**src/core/edge_timing_regs.svh**
```systemverilog
// register offsets, field positions and timing constants of the edge timing block
`ifndef EDGE_TIMING_REGS_SVH
`define EDGE_TIMING_REGS_SVH
`define OFS_OUT_C_RISE_TIME_HIGH 8'h49
`define OFS_OUT_C_RISE_SETTING 8'h4A
`define OFS_OUT_C_FALL_TIME_HIGH 8'h4B
`define OFS_OUT_C_FALL_SETTING 8'h4C
`define OFS_OUT_D_RISE_TIME_HIGH 8'h4D
`define OFS_OUT_D_RISE_SETTING 8'h4E
`define OFS_OUT_D_FALL_TIME_HIGH 8'h4F
`define OFS_OUT_D_FALL_SETTING 8'h50
`define OFS_RECT1_RISE_TIME_HIGH 8'h51
`define OFS_RECT1_RISE_SETTING 8'h52
`define OFS_EDGE_STATUS 8'h60
`define OFS_EDGE_CONTROL 8'h61
`define EDGE_REG_COUNT 10
`define EDGE_COUNT 5
`define REG_RESET 8'h00
`define FLD_LSB_HI 7
`define FLD_LSB_LO 4
`define FLD_MOD_EN 3
`define FLD_SIGN 2
`define FLD_RUN 0
`define EDGE_TIME_MAX 12'hFFF
`define EDGE_STEP_NS 5
`define CLK_PERIOD_NS 5
`define STEP_CYCLES ((`EDGE_STEP_NS + `CLK_PERIOD_NS - 1) / `CLK_PERIOD_NS)
`define PERIOD_STEPS_DEFAULT 4096
`endif

```
**src/core/edge_timing_pkg.sv**
```systemverilog
// types and helpers shared by the edge timing modules
`default_nettype none
package edge_timing_pkg;
	typedef logic [11:0] edge_time_t;
	typedef logic [7:0] reg_byte_t;
	typedef enum logic [2:0] {
		EDGE_THIRD_RISE = 3'h0,
		EDGE_THIRD_FALL = 3'h1,
		EDGE_FOURTH_RISE = 3'h2,
		EDGE_FOURTH_FALL = 3'h3,
		EDGE_RECT_RISE = 3'h4
	} edge_id_t;

	// eight msbs from the timing byte, four lsbs from the setting upper nibble
	function automatic edge_time_t compose_time(input reg_byte_t high_b, input reg_byte_t set_b);
		return {high_b, set_b[7:4]};
	endfunction : compose_time
endpackage : edge_timing_pkg
`default_nettype wire

```
**src/core/edge_cfg_if.sv**
```systemverilog
// per-edge setting and applied timing between the register file and an edge unit
`timescale 1ns/1ps
`default_nettype none
interface edge_cfg_if;
	edge_timing_pkg::edge_time_t time_w;
	logic mod_en;
	logic sign;
	logic load;
	edge_timing_pkg::edge_time_t held;
	logic en_held;
	logic sign_held;
	edge_timing_pkg::edge_time_t amt_held;
	edge_timing_pkg::edge_time_t eff;
	modport ctl(output time_w, mod_en, sign, load, input held, en_held, sign_held, amt_held, eff);
	modport unit(input time_w, mod_en, sign, load, output held, en_held, sign_held, amt_held, eff);
endinterface : edge_cfg_if
`default_nettype wire

```
**src/core/period_timer.sv**
```systemverilog
// switching period counter in edge steps, with a period boundary pulse
`timescale 1ns/1ps
`default_nettype none
`include "edge_timing_regs.svh"
module period_timer #(
	parameter int PERIOD_STEPS = `PERIOD_STEPS_DEFAULT
) (
	input wire logic clk,
	input wire logic sys_rst,
	input wire logic run,
	output logic [11:0] cnt_q,
	output logic boundary
);
	localparam logic [11:0] LAST = 12'(PERIOD_STEPS - 1);
	localparam logic [7:0] STEP_LAST = 8'(`STEP_CYCLES - 1);
	logic [7:0] presc_q;
	logic tick;

	if (PERIOD_STEPS < 2 || PERIOD_STEPS > 4096 || `STEP_CYCLES > 256) begin : g_bad
		$error("period_timer: unsupported period or step");
	end

	assign tick = (presc_q == STEP_LAST);
	// a stopped timer parks on the last step so that start is a boundary
	assign boundary = run && tick && (cnt_q == LAST);

	always_ff @(posedge clk or posedge sys_rst) begin
		if (sys_rst) begin
			presc_q <= 8'h00;
		end else if (!run || tick) begin
			presc_q <= 8'h00;
		end else begin
			presc_q <= presc_q + 8'h01;
		end
	end

	always_ff @(posedge clk or posedge sys_rst) begin
		if (sys_rst) begin
			cnt_q <= 12'h000;
		end else if (!run || boundary) begin
			cnt_q <= run ? 12'h000 : LAST;
		end else if (tick) begin
			cnt_q <= cnt_q + 12'h001;
		end
	end
endmodule : period_timer
`default_nettype wire

```
**src/core/edge_unit.sv**
```systemverilog
// one edge: setting shadow taken at the boundary and the modulated edge time
`timescale 1ns/1ps
`default_nettype none
`include "edge_timing_regs.svh"
module edge_unit #(
	parameter int MOD_W = 12
) (
	input wire logic clk,
	input wire logic sys_rst,
	input wire logic [MOD_W-1:0] mod_amount,
	edge_cfg_if.unit cfg
);
	if (MOD_W < 1 || MOD_W > 12) begin : g_bad_mod
		$error("edge_unit: modulation width must be 1 to 12");
	end

	// saturate instead of wrapping so a large correction never folds an edge into the next period
	function automatic edge_timing_pkg::edge_time_t apply_mod(input edge_timing_pkg::edge_time_t t,
			input logic en, input logic sign, input edge_timing_pkg::edge_time_t m);
		logic [12:0] sum;
		sum = {1'b0, t} + {1'b0, m};
		if (!en) begin
			return t;
		end else if (sign) begin
			return sum[12] ? `EDGE_TIME_MAX : sum[11:0];
		end else begin
			return (m > t) ? 12'h000 : 12'(t - m);
		end
	endfunction : apply_mod

	always_ff @(posedge clk or posedge sys_rst) begin
		if (sys_rst) begin
			cfg.held <= 12'h000;
			cfg.en_held <= 1'b0;
			cfg.sign_held <= 1'b0;
			cfg.amt_held <= 12'h000;
		end else if (cfg.load) begin
			cfg.held <= cfg.time_w;
			cfg.en_held <= cfg.mod_en;
			cfg.sign_held <= cfg.sign;
			cfg.amt_held <= 12'(mod_amount);
		end
	end

	assign cfg.eff = apply_mod(cfg.held, cfg.en_held, cfg.sign_held, cfg.amt_held);
endmodule : edge_unit
`default_nettype wire

```
**src/core/pwm_edge_timing.sv**
```systemverilog
// edge timing registers and pulse generation for the third, fourth and rectifier drives
// Notes on behaviour
// - third drive rise time is timing byte msbs plus setting bits 7:4 lsbs.
// - third drive fall time is formed the same way from its two registers.
// - fourth drive rise time always uses both its msb and lsb registers.
// - fourth drive fall time: msbs byte, lsbs in bits 7:4 of next register.
// - rectifier first rise time: msbs byte joined with next register upper nibble.
// - each edge time lsb equals 5 ns, one step of the period counter.
// - setting bit 3 lets loop modulation shift the edge; else edge stays fixed.
// - sign bit 2 set: more modulation moves the edge later.
// - sign bit 2 clear: more modulation moves the edge earlier.
`timescale 1ns/1ps
`default_nettype none
`include "edge_timing_regs.svh"
module pwm_edge_timing #(
	parameter int MOD_W = 12,
	parameter int PERIOD_STEPS = `PERIOD_STEPS_DEFAULT
) (
	input wire logic clk,
	input wire logic sys_rst,
	input wire logic [7:0] reg_addr,
	input wire logic [7:0] reg_wdata,
	input wire logic reg_wr,
	input wire logic reg_rd,
	output logic [7:0] reg_rdata,
	input wire logic [MOD_W-1:0] mod_amount,
	output logic primary_drive_third,
	output logic primary_drive_fourth,
	output logic rectifier_drive_first
);
	edge_timing_pkg::reg_byte_t regs_q [`EDGE_REG_COUNT];
	logic run_q;
	logic [11:0] cnt;
	logic boundary;
	logic in_edge_range;
	logic [3:0] reg_idx;
	logic third_q;
	logic fourth_q;
	logic rect_q;
	edge_timing_pkg::edge_time_t eff [`EDGE_COUNT];
	localparam logic [11:0] PERIOD_LAST = 12'(PERIOD_STEPS - 1);

	// half-open window: a rise at or after the fall gives no pulse at all
	function automatic logic in_window(input logic [11:0] c, input edge_timing_pkg::edge_time_t rise_t,
			input edge_timing_pkg::edge_time_t fall_t);
		return (c >= rise_t) && (c < fall_t);
	endfunction : in_window

	if (MOD_W < 1 || MOD_W > 12) begin : g_bad_mod
		$error("pwm_edge_timing: modulation width must be 1 to 12");
	end

	assign in_edge_range = (reg_addr >= `OFS_OUT_C_RISE_TIME_HIGH) && (reg_addr <= `OFS_RECT1_RISE_SETTING);
	assign reg_idx = 4'(reg_addr - `OFS_OUT_C_RISE_TIME_HIGH);

	// reserved bits are stored as written; they have no effect here
	always_ff @(posedge clk or posedge sys_rst) begin
		if (sys_rst) begin
			for (int i = 0; i < `EDGE_REG_COUNT; i++) begin
				regs_q[i] <= `REG_RESET;
			end
		end else if (reg_wr && in_edge_range) begin
			regs_q[reg_idx] <= reg_wdata;
		end
	end

	always_ff @(posedge clk or posedge sys_rst) begin
		if (sys_rst) begin
			run_q <= 1'b0;
		end else if (reg_wr && reg_addr == `OFS_EDGE_CONTROL) begin
			run_q <= reg_wdata[`FLD_RUN];
		end
	end

	// read data stand in the cycle after each cycle with reg_rd high, zero otherwise
	always_ff @(posedge clk or posedge sys_rst) begin
		if (sys_rst) begin
			reg_rdata <= 8'h00;
		end else if (!reg_rd) begin
			reg_rdata <= 8'h00;
		end else if (in_edge_range) begin
			reg_rdata <= regs_q[reg_idx];
		end else if (reg_addr == `OFS_EDGE_STATUS) begin
			reg_rdata <= {4'h0, run_q, rect_q, fourth_q, third_q};
		end else if (reg_addr == `OFS_EDGE_CONTROL) begin
			reg_rdata <= {7'h00, run_q};
		end else begin
			reg_rdata <= 8'h00;
		end
	end

	// one counter step per edge lsb
	period_timer #(
		.PERIOD_STEPS(PERIOD_STEPS)
	) u_timer (
		.clk(clk),
		.sys_rst(sys_rst),
		.run(run_q),
		.cnt_q(cnt),
		.boundary(boundary)
	);

	edge_cfg_if cfg [`EDGE_COUNT] ();

	for (genvar e = 0; e < `EDGE_COUNT; e++) begin : g_edge
		// both halves go together; the unit takes them only at the boundary
		assign cfg[e].time_w = edge_timing_pkg::compose_time(regs_q[2*e], regs_q[2*e+1]);
		assign cfg[e].mod_en = regs_q[2*e+1][`FLD_MOD_EN];
		assign cfg[e].sign = regs_q[2*e+1][`FLD_SIGN];
		assign cfg[e].load = boundary;
		assign eff[e] = cfg[e].eff;

		edge_unit #(
			.MOD_W(MOD_W)
		) u_edge (
			.clk(clk),
			.sys_rst(sys_rst),
			.mod_amount(mod_amount),
			.cfg(cfg[e])
		);

	end

	// drives are flops: each follows the counter one clock later
	always_ff @(posedge clk or posedge sys_rst) begin
		if (sys_rst) begin
			third_q <= 1'b0;
		end else begin
			third_q <= run_q && in_window(cnt, eff[edge_timing_pkg::EDGE_THIRD_RISE],
				eff[edge_timing_pkg::EDGE_THIRD_FALL]);
		end
	end

	always_ff @(posedge clk or posedge sys_rst) begin
		if (sys_rst) begin
			fourth_q <= 1'b0;
		end else begin
			fourth_q <= run_q && in_window(cnt, eff[edge_timing_pkg::EDGE_FOURTH_RISE],
				eff[edge_timing_pkg::EDGE_FOURTH_FALL]);
		end
	end

	// the rectifier falling edge is handled elsewhere; here it ends with the period
	always_ff @(posedge clk or posedge sys_rst) begin
		if (sys_rst) begin
			rect_q <= 1'b0;
		end else begin
			rect_q <= run_q && cnt >= eff[edge_timing_pkg::EDGE_RECT_RISE];
		end
	end

	assign primary_drive_third = third_q;
	assign primary_drive_fourth = fourth_q;
	assign rectifier_drive_first = rect_q;
endmodule : pwm_edge_timing
`default_nettype wire

```
**config.mk**
```make
export PLATFORM = sky130hd
export DESIGN_NAME = pwm_edge_timing
export DESIGN_NICKNAME = d
export VERILOG_FILES = /design/src/core/edge_timing_pkg.sv /design/src/core/edge_cfg_if.sv /design/src/core/period_timer.sv /design/src/core/edge_unit.sv /design/src/core/pwm_edge_timing.sv
export VERILOG_INCLUDE_DIRS = /design/src /design/src/core
export SDC_FILE = /design/constraint.sdc
export NUM_CORES = 1
export LEC_CHECK = 0
export BUFFER_PORTS_ARGS = -buffer_cell sky130_fd_sc_hd__buf_2
export CAP_MARGIN = 30
export CORE_MARGIN = 5
export CORE_UTILIZATION = 41
export DETAILED_ROUTE_END_ITERATION = 8
export SLEW_MARGIN = 20
export SYNTH_ARGS = -nofsm -noshare
export SYNTH_HDL_FRONTEND = slang
export SYNTH_HIERARCHICAL = 1
export SYNTH_SLANG_ARGS = --single-unit
export TNS_END_PERCENT = 20
```
**constraint.sdc**
```tcl
create_clock -name clk -period 10.73 [get_ports clk]
set_clock_uncertainty 0.15 [all_clocks]
set_input_delay 1.6095 -clock clk [delete_from_list [all_inputs] [get_ports clk]]
set_output_delay 1.6095 -clock clk [all_outputs]
set_load 0.02 [all_outputs]
```
# After elaboration in Yosys (flattened, before gate mapping)
# Index checks and enable logic that the tools add are counted.
dict set report word_totals {
  inputBits 32
  regBits 194
  out_inout_bits 11
}
dict set report classes {
  n_bitwise 1
  order_cmp 14
  reduce_logical 16
  n_mux 34
  n_addsub 13
  eq_ne 3
}
# operator n
set ops {}
lappend ops {{2-to-1 mux 12 bit} 23}
lappend ops {{bitwise mux 80 bit} 1}
lappend ops {{adder 12 x 12 -> 13 bit} 5}
lappend ops {{> comparator 12 bit} 5}
lappend ops {{subtractor 12 bit} 5}
lappend ops {{2-to-1 mux 8 bit} 6}
lappend ops {{greater-or-equal comparator 12 bit} 3}
lappend ops {{binary-select mux 8 bit (select 4 bit)} 1}
lappend ops {{demux 8 bit (select 4 bit)} 1}
lappend ops {{< comparator 12 bit} 2}
lappend ops {{== test 8 x 7 -> 1 bit, second input constant} 2}
lappend ops {{adder 12 x 1 -> 12 bit, second input constant} 1}
lappend ops {{== test 12 bit, second input constant} 1}
lappend ops {{logical AND 1 bit} 11}
lappend ops {{adder 8 x 1 -> 8 bit, second input constant} 1}
lappend ops {{greater-or-equal comparator 8 x 7 -> 1 bit, second input constant} 1}
lappend ops {{less-or-equal comparator 8 x 7 -> 1 bit, second input constant} 1}
lappend ops {{zero test 8 bit} 1}
lappend ops {{greater-or-equal comparator 5 bit, second input constant} 1}
lappend ops {{< comparator 5 x 1 -> 1 bit, second input constant} 1}
lappend ops {{NOT 4 -> 5 bit} 1}
lappend ops {{2-to-1 mux 4 bit} 1}
lappend ops {{subtractor 4 bit, second input constant} 1}
lappend ops {{logical OR 1 bit} 2}
lappend ops {{3 further kinds} 3}

# Longest topological paths before layout
dict set report depth {
  depth_word 7
  mapped_depth 17
  ltp_nobuf 17
}

# Cells and area by module
# The synthesis kept the hierarchy.
# mod area_per_inst_um2 n_inst seq_area_each_um2 cells_per_inst
set modules_own_cells {}
lappend modules_own_cells {{edge_unit (g_edge[0].u_edge ...)} 2511.2 3 650.6 290}
lappend modules_own_cells {pwm_edge_timing 5909.4 1 2302.2 511}
lappend modules_own_cells {{edge_unit (g_edge[1].u_edge)} 2481.1 1 650.6 289}
lappend modules_own_cells {{edge_unit (g_edge[2].u_edge)} 2393.5 1 650.6 286}
lappend modules_own_cells {period_timer 1073.5 1 500.5 114}

# Least setup slack after synthesis
# No wires, ideal clock.
dict set report synth_path {
  kind {input-to-reg}
  from {input port reg_addr[0]}
  to {register reg_rdata[7]}
  setup_time_ps 120
  slack_ps 6237
  n_path_buf 5
  arrival_ps 4223
  cell_stages 11
  path_cell_list {buf_4 buf_1 inv_1 ha_1 clkbuf_1 buf_2 buf_1 mux4_2 mux2_2 o21ai_0 nor2_1}
}
dict set report synth_between {
  elab_chain_len 7
  elab_cells_between_ends 10
  cone_classes {1 x add/sub; 2 x order compare; 5 x mux; 1 x bitwise; 1 x reduce/logical}
}
# element line_no
set synth_lines {}
lappend synth_lines {{start, declared} pwm_edge_timing.sv:21} ;# input wire logic [7:0] reg_addr,
lappend synth_lines {{subtractor 4 bit (no source line)} n/a}
lappend synth_lines {{NOT 4 -> 5 bit (implied by the code)} pwm_edge_timing.sv:82} ;# reg_rdata <= regs_q[reg_idx];
lappend synth_lines {{binary-select mux 8 bit (select 4 bit)} pwm_edge_timing.sv:82}
lappend synth_lines {{2-to-1 mux 8 bit (implied by the code) (2 in series)} pwm_edge_timing.sv:82}
lappend synth_lines {{2-to-1 mux 8 bit *} pwm_edge_timing.sv:81} ;# end else if (in_edge_range) begin
lappend synth_lines {{2-to-1 mux 8 bit *} pwm_edge_timing.sv:79} ;# end else if (!reg_rd) begin
lappend synth_lines {{end signal, assigned} pwm_edge_timing.sv:82}
lappend synth_lines {{end signal, assigned} pwm_edge_timing.sv:84} ;# reg_rdata <= {4'h0, run_q, rect_q, fourth_q, third_q};
lappend synth_lines {{end signal, assigned} pwm_edge_timing.sv:86} ;# reg_rdata <= {7'h00, run_q};
lappend synth_lines {{end, declared} pwm_edge_timing.sv:25} ;# output logic [7:0] reg_rdata,
# Mark *: on every way between the ends. The rest lies on a longest branch, timed or not. The select of a mux whose other input is x is not followed.
# A chain may end at the register's enable or synchronous reset.

# Worst setup path after layout
dict set report layout_path {
  from {input port reg_addr[0]}
  to {register regs_q[1] in the netlist's numbering}
}
dict set report layout_between {
  elab_chain_len 7
  elab_cells_between_ends 12
  cone_classes {1 x add/sub; 4 x order compare; 3 x mux; 1 x bitwise; 3 x reduce/logical}
}
# element line_no
set layout_lines {}
lappend layout_lines {{subtractor 4 bit (no source line)} n/a}
lappend layout_lines {{NOT 4 -> 5 bit (implied by the code)} pwm_edge_timing.sv:63} ;# regs_q[reg_idx] <= reg_wdata;
lappend layout_lines {{greater-or-equal comparator 5 bit (implied by the code) / < comparator 5 x 1 -> 1 bit (equally long branches)} pwm_edge_timing.sv:63}
lappend layout_lines {{logical AND 1 bit (implied by the code)} pwm_edge_timing.sv:63}
lappend layout_lines {{2-to-1 mux 8 bit (implied by the code)} pwm_edge_timing.sv:63}
lappend layout_lines {{demux 8 bit (select 4 bit)} pwm_edge_timing.sv:63}
lappend layout_lines {{bitwise mux 80 bit} pwm_edge_timing.sv:63}
lappend layout_lines {{end signal, assigned by index} pwm_edge_timing.sv:60} ;# regs_q[i] <= `REG_RESET;
lappend layout_lines {{end signal, assigned by index} pwm_edge_timing.sv:63}
lappend layout_lines {{end, declared} pwm_edge_timing.sv:31} ;# edge_timing_pkg::reg_byte_t regs_q [`EDGE_REG_COUNT];
# Several ways; a longest one is shown, not always the timed one.

==> results.txt <==
number of vias after detailed routing -> 15700
Root Buffer -> sky130_fd_sc_hd__clkbuf_16
dominant synthesized flop cell -> sky130_fd_sc_hd__dfrtp_1
final number of max-transition violations -> 0
total iterations of the first detailed-routing run -> 5
final weighted congestion in routability-driven placement -> 0.929
count of boundary I/O pins -> 43
setup slack on the worst flop-to-flop path -> 6340 ps
vias per cell -> 5.83
post-synthesis async set-or-reset flop share -> 1.00
Peak Freq -> 219 MHz
result of the run -> finished, final reports clean
clk sink count -> 242
fraction of final layout cells sized beyond drive strength 1 -> 0.171
Util after Layout -> 0.453
power density of the placed cells -> 179 mW/mm²
width of the die -> 227 µm
via count of the first global-routing pass -> 15500
wl on met1 -> 27.4 mm
Clock H-tree levels -> 1
flip-flop and latch area -> 0.00606 mm²
number of antenna violations at the first check in global routing -> 5
number of nets in the finished design -> 2291
startpoint-to-endpoint class of the critical path -> input pin to flop
number of unique standard cell types used by synthesis -> 92
post-CTS clock slew at the launch and capture registers of the worst setup and hold paths -> 60 ps
Site Rows -> 79
DRC violations left -> 0
Synth Area per Inst -> 9.37 µm²
overall fraction of global-route tracks in use -> 0.225
remaining antenna violation count -> 0
Met2 Wirelength -> 26.3 mm
gate count after technology mapping -> 2070
count of input and output buffers -> 42
Routed met3 length -> 3.24 mm
Post-CTS Setup Inserts -> 0
initial detailed-routing violation count -> 1248
number of flops mapped to enable cells by yosys -> 0
required arrival time at the worst endpoint -> 11020 ps
most common cell after layout, fill and taps aside -> sky130_fd_sc_hd__dfrtp_1
hold crit path type -> flop to flop
signal arrival time at the worst endpoint -> 4860 ps
highest signal layer in the routed design -> met5
core area -> 0.0467 mm²
vertical extent of the die -> 227 µm
global-route wire length before repair -> 91.4 mm
Leakage -> 9.93 nW
die area -> 0.0517 mm²
RR Startpoint -> g_edge[2].u_edge/cfg.held[2]$_DFFE_PP0P_
P&R area growth vs syn -> 9.08%
Final TNS setup -> 0 ps
clock tree from TritonCTS -> done
startpoint types -> input pin
total gr overflow -> 0
Max-slew headroom -> 0.394
initial core utilization -> 0.416
Period minus WS final -> 4570 ps
number of nets in the synthesized netlist -> 2298
final number of setup-violating endpoints -> 0
netlist area before placement -> 0.0194 mm²
worst-skew pair later-pin latency -> 570 ps
fraction of the cycle the final worst path needs -> 0.426
RSZ-0062 raised after global routing -> no
end of the worst register-to-register path -> primary_drive_fourth$_DFF_PP0_
commonest cells after routing, fill and taps aside -> sky130_fd_sc_hd__dfrtp_1, sky130_fd_sc_hd__inv_1, sky130_fd_sc_hd__ha_1, sky130_fd_sc_hd__mux2_2, sky130_fd_sc_hd__nand2_1
number of buffers added by the clock tree synthesis step -> 30
Hold Vio Cnt, Final -> 0
drt wl/cell -> 21.8 µm
number of warnings issued by yosys -> 6
IR Drop Worst-Case VDD -> 0.145 mV
crit path capture -> regs_q[1]$_DFFE_PP0P_
largest net degree at the start of global routing -> 87
Max Cap Viol -> 0
number of resized instances in the post-cts repair step -> 0
area taken by multi-input logic gates -> 0.0120 mm²
CP Max Fanout -> 31
total half-perimeter wirelength after legalization and detailed placement -> 43.1 mm
# hold bufs at CTS -> 0
crit path capture type -> flop
crit path launch -> reg_addr[0]
number of storage elements in the synthesis netlist -> 242
portion of the post-synthesis area used by sequential elements -> 0.312
filler instances -> 4545
slew of the pin with the lowest slew margin -> 901 ps
Final Routed Wirelength -> 58.7 mm
worst reg-to-reg path cell count -> 13
clk buf depth -> 3
-- power by group --
part / switching, mW / total, mW / internal (mW)
clock network: 0.431 / 1.11 / 0.684
registers: 0.119 / 1.18 / 1.06
logic: 0.912 / 1.49 / 0.578
-- logic make-up after synthesis --
logic type,Yosys count,share of synthesized area
AOI/OAI and AO/OA,532,0.201
and+or+nand+nor,507,0.138
buffers and inverters,331,0.0711
DFF,242,0.312
adders and majority gates,196,0.130
muxes,186,0.113
xor gates and xnor gates,76,0.0343
-- state kept, by name, summed over array words and instances (netlist names) --
register / cells
rectifier_drive_first: 1
g_edge.u_edge/cfg.en_held: 5
g_edge.u_edge/cfg.amt_held: 60
reg_rdata: 8
cfg.sign: 5
u_timer/cnt_q: 12
regs_q: 10
primary_drive_fourth: 1
primary_drive_third: 1
cfg.mod_en: 5
run_q: 1
u_timer/presc_q: 8
g_edge.u_edge/cfg.held: 60
cfg.time_w: 60
g_edge.u_edge/cfg.sign_held: 5
-- Yosys cell counts, types with 8 or more instances --
cell type	n	area, µm²
sky130_fd_sc_hd__nand3_1	44	220
sky130_fd_sc_hd__dfrtp_1	242	6060
sky130_fd_sc_hd__and3_1	18	113
sky130_fd_sc_hd__buf_4	17	128
sky130_fd_sc_hd__and2_1	9	56.3
sky130_fd_sc_hd__inv_1	223	837
sky130_fd_sc_hd__nand2_1	140	526
sky130_fd_sc_hd__mux4_2	10	225
sky130_fd_sc_hd__buf_6	8	90.1
sky130_fd_sc_hd__a221o_1	29	290
sky130_fd_sc_hd__inv_2	10	37.5
sky130_fd_sc_hd__clkbuf_1	48	180
sky130_fd_sc_hd__nor2_1	119	447
sky130_fd_sc_hd__or3_1	12	75.1
sky130_fd_sc_hd__buf_2	10	50.1
sky130_fd_sc_hd__nor3_1	30	150
sky130_fd_sc_hd__o22ai_1	11	68.8
sky130_fd_sc_hd__nand2b_1	40	250
sky130_fd_sc_hd__nand4_1	14	87.6
sky130_fd_sc_hd__a2bb2oi_1	9	78.8
sky130_fd_sc_hd__fa_1	10	200
sky130_fd_sc_hd__xnor2_1	51	447
sky130_fd_sc_hd__xor2_1	25	219
sky130_fd_sc_hd__o211ai_1	18	135
sky130_fd_sc_hd__mux2_2	152	1710
sky130_fd_sc_hd__a21oi_1	123	616
sky130_fd_sc_hd__o21ai_1	14	70.1
sky130_fd_sc_hd__mux2i_1	19	190
sky130_fd_sc_hd__o21ai_0	120	601
sky130_fd_sc_hd__o31ai_1	13	97.6
sky130_fd_sc_hd__nor3b_1	8	60.1
sky130_fd_sc_hd__or4_1	10	75.1
sky130_fd_sc_hd__ha_1	186	2330
sky130_fd_sc_hd__o21a_1	8	60.1
sky130_fd_sc_hd__a31oi_1	10	62.6
sky130_fd_sc_hd__nor2b_1	11	68.8
sky130_fd_sc_hd__buf_1	15	56.3
sky130_fd_sc_hd__a21o_1	41	308
-- worst min-delay path by stage --
stage                              startpoint                                       end  cells after the start  slack (ps)
floorplan           cfg[3].mod_en$_DFFE_PP0P_  g_edge[3].u_edge/cfg.en_held$_DFFE_PP0P_                      2         310
global placement        regs_q[0]$_DFFE_PP0P_                     regs_q[0]$_DFFE_PP0P_                      1         340
detailed placement      regs_q[0]$_DFFE_PP0P_                     regs_q[0]$_DFFE_PP0P_                      1         340
CTS                     regs_q[0]$_DFFE_PP0P_                     regs_q[0]$_DFFE_PP0P_                      1         350
global route           regs_q[32]$_DFFE_PP0P_                    regs_q[32]$_DFFE_PP0P_                      1         370
finish                  regs_q[0]$_DFFE_PP0P_                     regs_q[0]$_DFFE_PP0P_                      1         350
-- metal layers --
layer  vias to the layer above  track usage
li1                       7389            -
met1                      7821        0.322
met4                         6       0.0610
met5                         -            0
met3                        96       0.0349
met2                       396        0.356
-- metrics by stage --
step                      cell area [µm²]  setup WS, ps  total power, mW  hold slack (ps)  std cells
after floorplan                     19400          6240             2.39              311       2070
after global placement              19900          5700             2.62              339       2631
after CTS                           21100          6210             3.79              354       2691
final                               21200          6160             3.78              352       2695
after detailed placement            20000          5660             2.66              339       2636
after global routing                21200          6010             4.03              369       2695
-- critical path, cell delays in order --
cell and delay (ps):
sky130_fd_sc_hd__buf_2 570, sky130_fd_sc_hd__inv_1 250, sky130_fd_sc_hd__ha_1 360, sky130_fd_sc_hd__or3b_1 190, sky130_fd_sc_hd__a21oi_1 90, sky130_fd_sc_hd__a2111oi_4 740, sky130_fd_sc_hd__buf_4 330, sky130_fd_sc_hd__nand4_2 300
sky130_fd_sc_hd__mux2_2 390
-- cell type report --
class	instances	share of cell area
Antenna cell	2	0.000237
Clock buffer	38	0.0403
Clock inverter	17	0.0114
Inverter	233	0.0415
Multi-Input combinational cell	1497	0.566
Sequential cell	242	0.286
Tap cell	607	0.0359
Timing Repair Buffer	59	0.0189
Note: power is estimated with default switching activity, not from simulation.
